`config.mk`:
```
export PLATFORM = sky130hd
export DESIGN_NAME = ctc_bus_transceiver
export DESIGN_NICKNAME = d
export VERILOG_FILES = /design/src/rtl/ctc_pkg.sv /design/src/rtl/ctc_bus_transceiver.sv
export VERILOG_INCLUDE_DIRS = /design/src /design/src/rtl
export SDC_FILE = /design/constraint.sdc
export NUM_CORES = 1
export LEC_CHECK = 0
export BUFFER_PORTS_ARGS = -buffer_cell sky130_fd_sc_hd__buf_4
export CAP_MARGIN = 5
export CORE_ASPECT_RATIO = 0.9
export CORE_MARGIN = 2
export CORE_UTILIZATION = 50
export DETAILED_ROUTE_END_ITERATION = 10
export PLACE_DENSITY = 0.8
export SKIP_CTS_REPAIR_TIMING = 1
export SYNTH_ARGS = -nofsm -noshare
export SYNTH_HDL_FRONTEND = slang
export SYNTH_SLANG_ARGS = --single-unit
```
`constraint.sdc`:
```
create_clock -name aclk -period 3.7 [get_ports aclk]
set_clock_uncertainty 0.2 [all_clocks]
set_input_delay 0.925 -clock aclk [delete_from_list [all_inputs] [get_ports aclk]]
set_output_delay 0.925 -clock aclk [all_outputs]
set_load 0.01 [all_outputs]
```
`src/rtl/ctc_cfg.svh`:
```
// constants for the bus transceiver control block
// assumes a 10 MHz aclk and an 8-bit AXI4-Lite byte address
`ifndef CTC_CFG_SVH
`define CTC_CFG_SVH

`define CTC_CTRL_OFS      8'h00
`define CTC_STAT_OFS      8'h04
`define CTC_FLAGS_OFS     8'h08
`define CTC_CLEAR_OFS     8'h0C
`define CTC_FORCE_OFS     8'h10
`define CTC_MASK_OFS      8'h14

`define CTC_CTRL_EN_B     0
`define CTC_CTRL_MODE_L   1
`define CTC_CTRL_TXTO_B   3
`define CTC_MODE_RXONLY   2'h1
`define CTC_MODE_NORMAL   2'h3
`define CTC_CTRL_RST      4'h0
`define CTC_MASK_RST      4'h0

`define CTC_EV_BUS        0
`define CTC_EV_TXD        1
`define CTC_EV_OT         2
`define CTC_EV_WAKE       3
`define CTC_STS_L         8
`define CTC_UV_B          12

`define CTC_RESP_OKAY     2'h0
`define CTC_RESP_SLVERR   2'h2

`define CTC_CLK_KHZ       10000
`define CTC_TWAKE1_NS     1200
`define CTC_TWAKE1_CYC    ((`CTC_TWAKE1_NS*`CTC_CLK_KHZ+999999)/1000000)
`define CTC_TWAKE2_US     2000
`define CTC_TWAKE2_CYC    ((`CTC_TWAKE2_US*`CTC_CLK_KHZ)/1000)
`define CTC_BUS_TO_US     1000
`define CTC_BUS_TO_CYC    ((`CTC_BUS_TO_US*`CTC_CLK_KHZ+999)/1000)
`define CTC_TXD_TO_US     1000
`define CTC_TXD_TO_CYC    ((`CTC_TXD_TO_US*`CTC_CLK_KHZ+999)/1000)
`define CTC_SILENCE_TICKS 8'h10

`endif

```
`src/rtl/ctc_pkg.sv`:
```
// types shared by the bus transceiver control block
// assumes ctc_cfg.svh holds the numbers
package ctc_pkg;

  typedef enum logic [1:0] {
    CTC_OFF,
    CTC_RXONLY,
    CTC_NORMAL,
    CTC_SLEEP
  } ctc_opmode_t;

  typedef enum logic [1:0] {
    CTC_PM_ACTIVE,
    CTC_PM_STOP,
    CTC_PM_SLEEP,
    CTC_PM_FAILSLEEP
  } ctc_pmode_t;

  typedef enum logic [1:0] {
    CTC_WK_IDLE,
    CTC_WK_DOM1,
    CTC_WK_REC,
    CTC_WK_DOM2
  } ctc_wake_t;

  typedef struct packed {
    logic        awvalid;
    logic [7:0]  awaddr;
    logic        wvalid;
    logic [31:0] wdata;
    logic [3:0]  wstrb;
    logic        bready;
    logic        arvalid;
    logic [7:0]  araddr;
    logic        rready;
  } ctc_axi_req_t;

  typedef struct packed {
    logic        awready;
    logic        wready;
    logic        bvalid;
    logic [1:0]  bresp;
    logic        arready;
    logic        rvalid;
    logic [31:0] rdata;
    logic [1:0]  rresp;
  } ctc_axi_rsp_t;

  typedef struct packed {
    logic        ctrl_en;
    logic [1:0]  ctrl_mode;
    logic        ctrl_txto;
    logic [3:0]  mask;
    logic [3:0]  irq_flag;
    logic [3:0]  state_bit;
    ctc_opmode_t opm;
    ctc_pmode_t  pm;
    logic        sil_run;
    logic [7:0]  sil_cnt;
    logic        rx_s;
    logic        rx_f;
    logic [15:0] tx_cnt;
    logic [15:0] bus_cnt;
    logic        tx_arm;
    logic        tx_out;
    logic        drv_en;
    logic        bias;
    logic        rx_out;
    logic        ot_s;
    logic        uv;
    ctc_wake_t   wk;
    logic [15:0] wk_cnt;
    logic        wake_det;
    logic        irq;
    logic        clk_run;
    logic        aw_rdy;
    logic        bvalid;
    logic [1:0]  bresp;
    logic        ar_rdy;
    logic        rvalid;
    logic [1:0]  rresp;
    logic [31:0] rdata;
  } ctc_state_t;

endpackage
```
`src/rtl/ctc_bus_transceiver.sv`:
```
// control logic of the bus transceiver: modes, events, register file
// assumes bus_rx_in is the receiver comparator (1 = recessive), inputs
// synchronous to aclk, and ticks from the filter and silence clocks
//
// Contract
// - one interrupt output for four events
// - each event sets its interrupt flag
// - mask bit gates event onto interrupt
// - interrupt follows event, not flag state
// - write one to clear bit clears flag
// - write one to force bit emulates event
// - separate sticky state bit per event
// - wake reset only touches wake logic
// - disabled after power-up, reset at power-down
// - active mode honours software mode choice
// - stop mode forces sleep or off
// - sleep mode forces sleep or off
// - bias and clock held through silence time; bias only if wake enabled, off mode drops it
// - fail-sleep forces off, no bus wake
// - mode from enable, mode field, wake-enable
// - four transmit sources, shared receive output
// - wake-detected output on bus wake-up
// - silence ticks and filter ticks timed separately
// - registers reached over a slave bus port
// - en+01 rx-only, en+11 normal, else off/sleep
// - off mode tristates driver, ignores bus
// - long dominant receive flags bus timeout
// - transmit timeout blocks until clear and recessive
//
// The implementer's own choices: the register offsets and the AXI4-Lite interface to the registers.
`include "ctc_cfg.svh"
`timescale 1ns/10ps
`default_nettype none

module ctc_bus_transceiver #(
  parameter int unsigned TWAKE2_CYC = `CTC_TWAKE2_CYC,
  parameter int unsigned BUS_TO_CYC = `CTC_BUS_TO_CYC,
  parameter int unsigned TXD_TO_CYC = `CTC_TXD_TO_CYC
) (
  input  wire logic                  aclk,
  input  wire logic                  aresetn,
  input  wire logic                  wake_resetn,
  input  wire logic                  power_down,
  input  wire ctc_pkg::ctc_pmode_t   pmode,
  input  wire logic                  wake_en_in,
  input  wire logic                  silence_tick,
  input  wire logic                  filter_tick,
  input  wire logic                  supply_undervoltage_in,
  input  wire logic                  overtemp_in,
  input  wire logic                  tx_in_protocol,
  input  wire logic                  tx_in_uart,
  input  wire logic                  tx_in_timer,
  input  wire logic                  tx_in_gpio,
  input  wire logic                  bus_rx_in,
  input  wire ctc_pkg::ctc_axi_req_t axi_req,
  output wire ctc_pkg::ctc_axi_rsp_t axi_rsp,
  output wire logic                  rx_data,
  output wire logic                  bus_tx_out,
  output wire logic                  bus_drv_en,
  output wire logic                  bus_bias_en,
  output wire logic                  bus_wake_detected,
  output wire logic                  core_clk_run,
  output wire logic                  irq
);
  import ctc_pkg::*;

  localparam logic [15:0] T1 = 16'(`CTC_TWAKE1_CYC);
  localparam logic [15:0] T2 = 16'(TWAKE2_CYC);
  localparam logic [15:0] BTO = 16'(BUS_TO_CYC);
  localparam logic [15:0] TTO = 16'(TXD_TO_CYC);

  ctc_state_t s_q;
  ctc_state_t s_d;

  ctc_opmode_t fallback;
  ctc_opmode_t sel;
  logic [3:0]  ev;
  logic [3:0]  force_ev;
  logic [3:0]  clr_is;
  logic [3:0]  clr_sts;
  logic [15:0] bm;
  logic [15:0] wd;
  logic        txc;
  logic        rx_on;
  logic        blocked;
  logic        wr;
  logic        rd;
  logic        expect_lvl;
  logic        keep_rdy;

  always_comb begin
    s_d      = s_q;
    ev       = '0;
    force_ev = '0;
    clr_is   = '0;
    clr_sts  = '0;
    keep_rdy = 1'b0;

    // mode select
    fallback = wake_en_in ? CTC_SLEEP : CTC_OFF;
    sel      = fallback;
    unique case (pmode)
      CTC_PM_ACTIVE: begin
        if (s_q.ctrl_en && s_q.ctrl_mode == `CTC_MODE_RXONLY) begin
          sel = CTC_RXONLY;
        end else if (s_q.ctrl_en && s_q.ctrl_mode == `CTC_MODE_NORMAL) begin
          sel = CTC_NORMAL;
        end
      end
      CTC_PM_STOP:      sel = fallback;
      CTC_PM_SLEEP:     sel = fallback;
      CTC_PM_FAILSLEEP: sel = CTC_OFF;
    endcase
    s_d.opm = sel;
    s_d.pm  = pmode;

    // silence window after leaving active mode for stop or sleep
    if (s_q.pm == CTC_PM_ACTIVE &&
        (pmode == CTC_PM_STOP || pmode == CTC_PM_SLEEP)) begin
      s_d.sil_run = 1'b1;
      s_d.sil_cnt = `CTC_SILENCE_TICKS;
    end else if (pmode == CTC_PM_ACTIVE || pmode == CTC_PM_FAILSLEEP) begin
      s_d.sil_run = 1'b0;
    end else if (s_q.sil_run && silence_tick) begin
      s_d.sil_cnt = s_q.sil_cnt - 8'h01;
      if (s_q.sil_cnt <= 8'h01) begin
        s_d.sil_run = 1'b0;
      end
    end
    s_d.clk_run = (pmode == CTC_PM_ACTIVE) || s_d.sil_run;

    // receive filter: two equal samples on the filter tick
    if (filter_tick) begin
      s_d.rx_s = bus_rx_in;
      if (bus_rx_in == s_q.rx_s) begin
        s_d.rx_f = bus_rx_in;
      end
    end
    rx_on      = s_q.opm == CTC_NORMAL || s_q.opm == CTC_RXONLY;
    s_d.rx_out = rx_on ? s_q.rx_f : 1'b1;

    // bus dominant timeout, report only
    if (rx_on && !s_q.rx_f) begin
      if (s_q.bus_cnt != 16'hFFFF) begin
        s_d.bus_cnt = s_q.bus_cnt + 16'h0001;
      end
      ev[`CTC_EV_BUS] = s_q.bus_cnt == BTO - 16'h0001;
    end else begin
      s_d.bus_cnt = '0;
    end

    // transmit path: wired-and of four sources, low is dominant
    txc = tx_in_protocol & tx_in_uart & tx_in_timer & tx_in_gpio;
    if (s_q.opm == CTC_NORMAL && s_q.ctrl_txto && !txc) begin
      if (s_q.tx_cnt != 16'hFFFF) begin
        s_d.tx_cnt = s_q.tx_cnt + 16'h0001;
      end
      ev[`CTC_EV_TXD] = s_q.tx_cnt == TTO - 16'h0001;
    end else begin
      s_d.tx_cnt = '0;
    end

    s_d.ot_s       = overtemp_in;
    ev[`CTC_EV_OT] = overtemp_in && !s_q.ot_s;
    s_d.uv         = supply_undervoltage_in;

    // re-arm only after a recessive level once every blocker is gone
    blocked = s_q.opm != CTC_NORMAL || s_q.uv ||
              s_q.state_bit[`CTC_EV_TXD] || s_q.state_bit[`CTC_EV_OT];
    s_d.tx_arm = !blocked && (s_q.tx_arm || txc);
    s_d.tx_out = s_q.tx_arm && !blocked ? txc : 1'b1;
    s_d.drv_en = s_q.opm == CTC_NORMAL;
    s_d.bias   = rx_on || (s_q.opm == CTC_SLEEP &&
                 (s_q.sil_run || s_q.wake_det));

    // wake-up pattern: dominant, recessive, dominant, each over t1
    expect_lvl = s_q.wk == CTC_WK_REC;
    if (s_q.opm != CTC_SLEEP) begin
      s_d.wk       = CTC_WK_IDLE;
      s_d.wk_cnt   = '0;
      s_d.wake_det = 1'b0;
    end else begin
      unique case (s_q.wk)
        CTC_WK_IDLE: begin
          s_d.wk_cnt = '0;
          if (!s_q.rx_f) begin
            s_d.wk = CTC_WK_DOM1;
          end
        end
        default: begin
          s_d.wk_cnt = s_q.wk_cnt + 16'h0001;
          if (s_q.wk == CTC_WK_DOM2 && s_q.wk_cnt >= T1) begin
            s_d.wk          = CTC_WK_IDLE;
            s_d.wake_det    = 1'b1;
            ev[`CTC_EV_WAKE] = 1'b1;
          end else if (s_q.rx_f == expect_lvl) begin
            if (s_q.wk_cnt >= T2 - 16'h0001) begin
              s_d.wk = CTC_WK_IDLE;
            end
          end else begin
            s_d.wk_cnt = '0;
            if (s_q.wk_cnt < T1) begin
              s_d.wk = CTC_WK_IDLE;
            end else if (s_q.wk == CTC_WK_DOM1) begin
              s_d.wk = CTC_WK_REC;
            end else begin
              s_d.wk = CTC_WK_DOM2;
            end
          end
        end
      endcase
    end

    // register writes
    wr = s_q.aw_rdy && axi_req.awvalid && axi_req.wvalid;
    bm = {{8{axi_req.wstrb[1]}}, {8{axi_req.wstrb[0]}}};
    wd = axi_req.wdata[15:0] & bm;
    if (wr) begin
      s_d.bvalid = 1'b1;
      s_d.bresp  = `CTC_RESP_OKAY;
      case (axi_req.awaddr)
        `CTC_CTRL_OFS: begin
          if (axi_req.wstrb[0]) begin
            s_d.ctrl_en   = wd[`CTC_CTRL_EN_B];
            s_d.ctrl_mode = wd[`CTC_CTRL_MODE_L +: 2];
            s_d.ctrl_txto = wd[`CTC_CTRL_TXTO_B];
          end
        end
        `CTC_CLEAR_OFS: begin
          clr_is  = wd[3:0];
          clr_sts = wd[`CTC_STS_L +: 4];
        end
        `CTC_FORCE_OFS: force_ev = wd[3:0];
        `CTC_MASK_OFS: begin
          if (axi_req.wstrb[0]) begin
            s_d.mask = wd[3:0];
          end
        end
        `CTC_STAT_OFS, `CTC_FLAGS_OFS: s_d.bresp = `CTC_RESP_OKAY;
        default: s_d.bresp = `CTC_RESP_SLVERR;
      endcase
    end else if (s_q.bvalid && axi_req.bready) begin
      s_d.bvalid = 1'b0;
    end
    // ready pulses one cycle once both halves are offered
    s_d.aw_rdy = !s_q.aw_rdy && !s_d.bvalid && !s_q.bvalid &&
                 axi_req.awvalid && axi_req.wvalid;

    // timeout state bit only clears once transmit is recessive again
    clr_sts[`CTC_EV_TXD] = clr_sts[`CTC_EV_TXD] & txc;

    // set wins over clear
    s_d.irq_flag  = (s_q.irq_flag & ~clr_is) | ev | force_ev;
    s_d.state_bit = (s_q.state_bit & ~clr_sts) | ev;
    s_d.irq = |((ev | force_ev) & s_q.mask);

    // register reads
    rd = s_q.ar_rdy && axi_req.arvalid;
    if (rd) begin
      s_d.rvalid = 1'b1;
      s_d.rresp  = `CTC_RESP_OKAY;
      s_d.rdata  = '0;
      case (axi_req.araddr)
        `CTC_CTRL_OFS: begin
          s_d.rdata[`CTC_CTRL_EN_B]        = s_q.ctrl_en;
          s_d.rdata[`CTC_CTRL_MODE_L +: 2] = s_q.ctrl_mode;
          s_d.rdata[`CTC_CTRL_TXTO_B]      = s_q.ctrl_txto;
        end
        `CTC_STAT_OFS: begin
          s_d.rdata[7:0] = {s_q.sil_run, s_q.wake_det, s_q.bias,
                            s_q.drv_en, s_q.tx_arm, s_q.rx_f, s_q.opm};
        end
        `CTC_FLAGS_OFS: begin
          s_d.rdata[3:0]            = s_q.irq_flag;
          s_d.rdata[`CTC_STS_L +: 4] = s_q.state_bit;
          s_d.rdata[`CTC_UV_B]       = s_q.uv;
        end
        `CTC_MASK_OFS:  s_d.rdata[3:0] = s_q.mask;
        `CTC_CLEAR_OFS, `CTC_FORCE_OFS: s_d.rresp = `CTC_RESP_OKAY;
        default: s_d.rresp = `CTC_RESP_SLVERR;
      endcase
    end else if (s_q.rvalid && axi_req.rready) begin
      s_d.rvalid = 1'b0;
    end
    s_d.ar_rdy = !s_q.ar_rdy && !s_d.rvalid && !s_q.rvalid &&
                 axi_req.arvalid;

    // logic reset carries the wake detector over; the off mode it loads clears wake_det a cycle later
    if (!aresetn || power_down) begin
      keep_rdy = s_d.wake_det;
      s_d      = '0;
      {s_d.ctrl_txto, s_d.ctrl_mode, s_d.ctrl_en} = `CTC_CTRL_RST;
      s_d.mask      = `CTC_MASK_RST;
      s_d.wk        = s_q.wk;
      s_d.wk_cnt    = s_q.wk_cnt;
      s_d.wake_det  = keep_rdy;
      s_d.opm       = CTC_OFF;
      s_d.pm        = CTC_PM_ACTIVE;
      s_d.rx_s      = 1'b1;
      s_d.rx_f      = 1'b1;
      s_d.tx_out    = 1'b1;
      s_d.rx_out    = 1'b1;
      s_d.clk_run   = 1'b1;
    end
    if (!wake_resetn || power_down) begin
      s_d.wk       = CTC_WK_IDLE;
      s_d.wk_cnt   = '0;
      s_d.wake_det = 1'b0;
    end
  end

  always_ff @(posedge aclk) begin
    s_q <= s_d;
  end

  assign axi_rsp.awready   = s_q.aw_rdy;
  assign axi_rsp.wready    = s_q.aw_rdy;
  assign axi_rsp.bvalid    = s_q.bvalid;
  assign axi_rsp.bresp     = s_q.bresp;
  assign axi_rsp.arready   = s_q.ar_rdy;
  assign axi_rsp.rvalid    = s_q.rvalid;
  assign axi_rsp.rdata     = s_q.rdata;
  assign axi_rsp.rresp     = s_q.rresp;
  assign rx_data           = s_q.rx_out;
  assign bus_tx_out        = s_q.tx_out;
  assign bus_drv_en        = s_q.drv_en;
  assign bus_bias_en       = s_q.bias;
  assign bus_wake_detected = s_q.wake_det;
  assign core_clk_run      = s_q.clk_run;
  assign irq               = s_q.irq;

endmodule

`default_nettype wire

```
==> results.md <==
- Layout area overhead: 14.1%
- Top-Level Pins: ~120
- Initial antenna violation count: 0
- VDD IR max: around 0.00025 V
- Layout cells sized above 1: 0.156
- Pleak: approximately 2.3 nW
- Post-synth top area share: 0.413
- Syn Std Cell Area: about 5300 um^2
- Vias in the first global route: ~4200
- RSZ-0062 raised after global routing: false
- Met1 usage: 0.266
- Max-slew headroom: 0.425
- Post-synth EDFFs: 0
- Achievable frequency: approximately 390 MHz
- Startpoint Class: input port
- Fill count: a little under 900
- Clk pwr share: 0.434
- HPWL Detailed: 9.02 mm
- Max-cap violation count: 0
- Worst EP required: 3.71 ns
- Worst Path Arrival: around 2.6 ns
- Switching part of the total: 0.215
- Total negative setup slack: 0 ns
- Setup Viol. Count Final: 0
- Core Rows: 35
- Fin crit period: 2.55 ns
- Met3 usage: 0.0492
- Die width: around 110 um
- Global-route wire length before repair: around 20 mm
- Internal: around 1.8 mW
- Sequential-to-total area share from yosys stat: 0.413
- Diodes inserted: 0
- Final Cycle Share: 0.688
- First-pass DRT Iterations: 5
- Syn Inst Count: 620
- Overall Global Routing Usage: 0.212
- Ys async rst share: 0
- Clock latency at the later pin of the worst-skew pair: roughly 0.35 ns
- Die height: 102 um
- Synth Flop Type: dfxtp_1
- Psw: about 500 uW
- Final slew viol count: 0
- DR iter-0 viols: between 200 and 300
- Cell Pwr Density: around 380 nW/um^2
- Max H-tree Level: 3
- Clock sink total: 110
- Unique cell type count in the Yosys netlist: just under 60
- Die area: roughly 11000 um^2
- Placer Congestion: between 0.8 and 0.9
- Drt via density: approximately 5.6
- Final worst setup slack: ~1.2 ns
- Cell taking the most area after synthesis: dfxtp_1
- Final #Nets: 753
- Reg area: between 2000 and 2500 um^2
- GRT met2 Usage: 0.370
- Status: completed
- Top cells by instance count after synthesis: dfxtp_1 (110), nor2_1 (80), a21oi_1 (45), buf_4 (41), nand2_1 (38)
- Logic pwr share: 0.053
- Core area: between 10000 and 15000 um^2
- Average wire per standard cell: between 15 and 20 um
- Crit-path max FO: 5
- Post-place setup slack: roughly 0.83 ns
- Crit path kind: in2reg
- Buffers added on ports: 73
- CTS tree: yes
- Worst-margin pin slew: approximately 0.86 ns
- Area of the multi-input gates: 2760 um^2
- Flops & latches, synth: 110
- Starting Density: 0.518
- Avg Synthesized Cell Area: between 8 and 9 um^2
- CTS Buf Count: 9
- Largest net degree at the start of global routing: 36
- Sequential share of power: 0.513
- Routed Antenna Nets: 0
- Final Hold Fails: 0
- Largest cells by area after synthesis: dfxtp_1 (41%), buf_4 (5.8%), nor2_1 (5.6%)
- Overflow after GRT: 0
- Top-count cell post-synth: dfxtp_1
- Clk pin slew, worst setup/hold paths: around 0.070 ns
- # DRC: 0
- Kind of end point of the critical path: flop
- GRT Max-Usage Layer: met2
- Synth warn: 0
- Worst hold path class: reg2reg
- DRT Wirelength: between 10 and 15 mm
- Root buffer cell: clkbuf_16
- Deepest clock path buffer count: 2
- DR vias: 4527
==> area by class of cell <==
type / count / share of cell area
multi-input cells: 455 / 0.454
flip-flops and latches: 110 / 0.362
repair buffers: 76 / 0.0938
clock buffers: 9 / 0.0370
well taps: 129 / 0.0265
clock inverters: 6 / 0.0144
inverters: 19 / 0.0117
==> cells in the final DEF (no fill, tap or decap), types with 3 or more instances in the layout <==
| master | netlist | final |
|---|---|---|
| a211oi_1 | 8 | 8 |
| a21oi_1 | 45 | 45 |
| a22oi_1 | 13 | 13 |
| a31oi_1 | 7 | 7 |
| and2_1 | 8 | 8 |
| and3_1 | 10 | 10 |
| and4_1 | 8 | 8 |
| buf_4 | 41 | 76 |
| clkbuf_16 | 0 | 9 |
| clkinvlp_4 | 0 | 3 |
| conb_1 | 1 | 21 |
| dfxtp_1 | 110 | 110 |
| ha_1 | 9 | 9 |
| inv_1 | 19 | 19 |
| mux2i_1 | 11 | 11 |
| nand2_1 | 38 | 38 |
| nand2b_1 | 6 | 6 |
| nand3_1 | 30 | 30 |
| nand4_1 | 15 | 15 |
| nor2_1 | 80 | 80 |
| nor2b_1 | 8 | 8 |
| nor3_1 | 16 | 16 |
| nor3b_1 | 3 | 3 |
| nor4_1 | 10 | 10 |
| nor4b_1 | 5 | 5 |
| o21ai_0 | 18 | 18 |
| o21ai_1 | 4 | 4 |
| or3_1 | 3 | 3 |
| or4_1 | 6 | 6 |
| xnor2_1 | 25 | 25 |
| xor2_1 | 13 | 13 |
==> power by group through the flow <==
stage | clock, mW | combinational, mW | sequential, mW
after CTS | 1.03 | 0.124 | 1.20
after detailed placement | 0 | 0.123 | 1.23
after floorplan | 0 | 0.0768 | 1.22
after global routing | 1.08 | 0.135 | 1.20
after global placement | 0 | 0.120 | 1.22
final | 1.01 | 0.125 | 1.20
==> worst max-delay path: stages <==
cell	delay [ns]
buf_4	0.10
or3_1	0.42
nor4_1	0.30
nand4_1	0.25
nor2_1	0.42
a311oi_1	0.15
==> logic make-up (layout without fill, tap and decap cells) <==
family / after synthesis / count (layout) / synth area share
and+or+nand+nor: 260 / 260 / 0.263
DFF: 110 / 110 / 0.413
AOI/OAI and AO/OA: 114 / 114 / 0.132
muxes: 13 / 13 / 0.0249
buffers and inverters: 75 / 110 / 0.0822
other: 1 / 21 / 0.000704
xor gates and xnor gates: 38 / 38 / 0.0625
adders and majority gates: 9 / 9 / 0.0211
==> stage by stage <==
step	std cells	util	area (um^2)	hold WS (ns)	power, mW
after floorplan	640	-	5400	0.179	1.30
after global placement	789	0.560	5770	0.233	1.34
after detailed placement	789	0.560	5770	0.238	1.35
after CTS	804	0.591	6080	0.253	2.35
after global routing	804	0.591	6080	0.288	2.42
final	804	0.591	6080	0.250	2.34
==> routing by layer <==
layer  up-vias  routed length, um  share of wire
li1       2247                  -              -
met1      2108               5360           0.43
met2       153               5990           0.48
met3        19                839          0.068
met4         0                195          0.016
met5         -                  0              0
==> worst paths after layout <==
path	start	end	slack (ns)	cells past startpoint
worst max-delay path	axi_req[53]	s_q[118]	1.15	6
worst min-delay path	s_q[67]	bus_tx_out	0.25	1
worst max register to register	s_q[71]	s_q[68]	1.31	5
worst min register to register	s_q[67]	bus_tx_out	0.25	1
==> flip-flops by register name, indices dropped and copies added (netlist names) <==
name	cells
irq	1
s_q	84
bus_bias_en	1
bus_tx_out	1
core_clk_run	1
axi_rsp	19
bus_wake_detected	1
bus_drv_en	1
rx_data	1
Power figures use the tool's default switching activity.
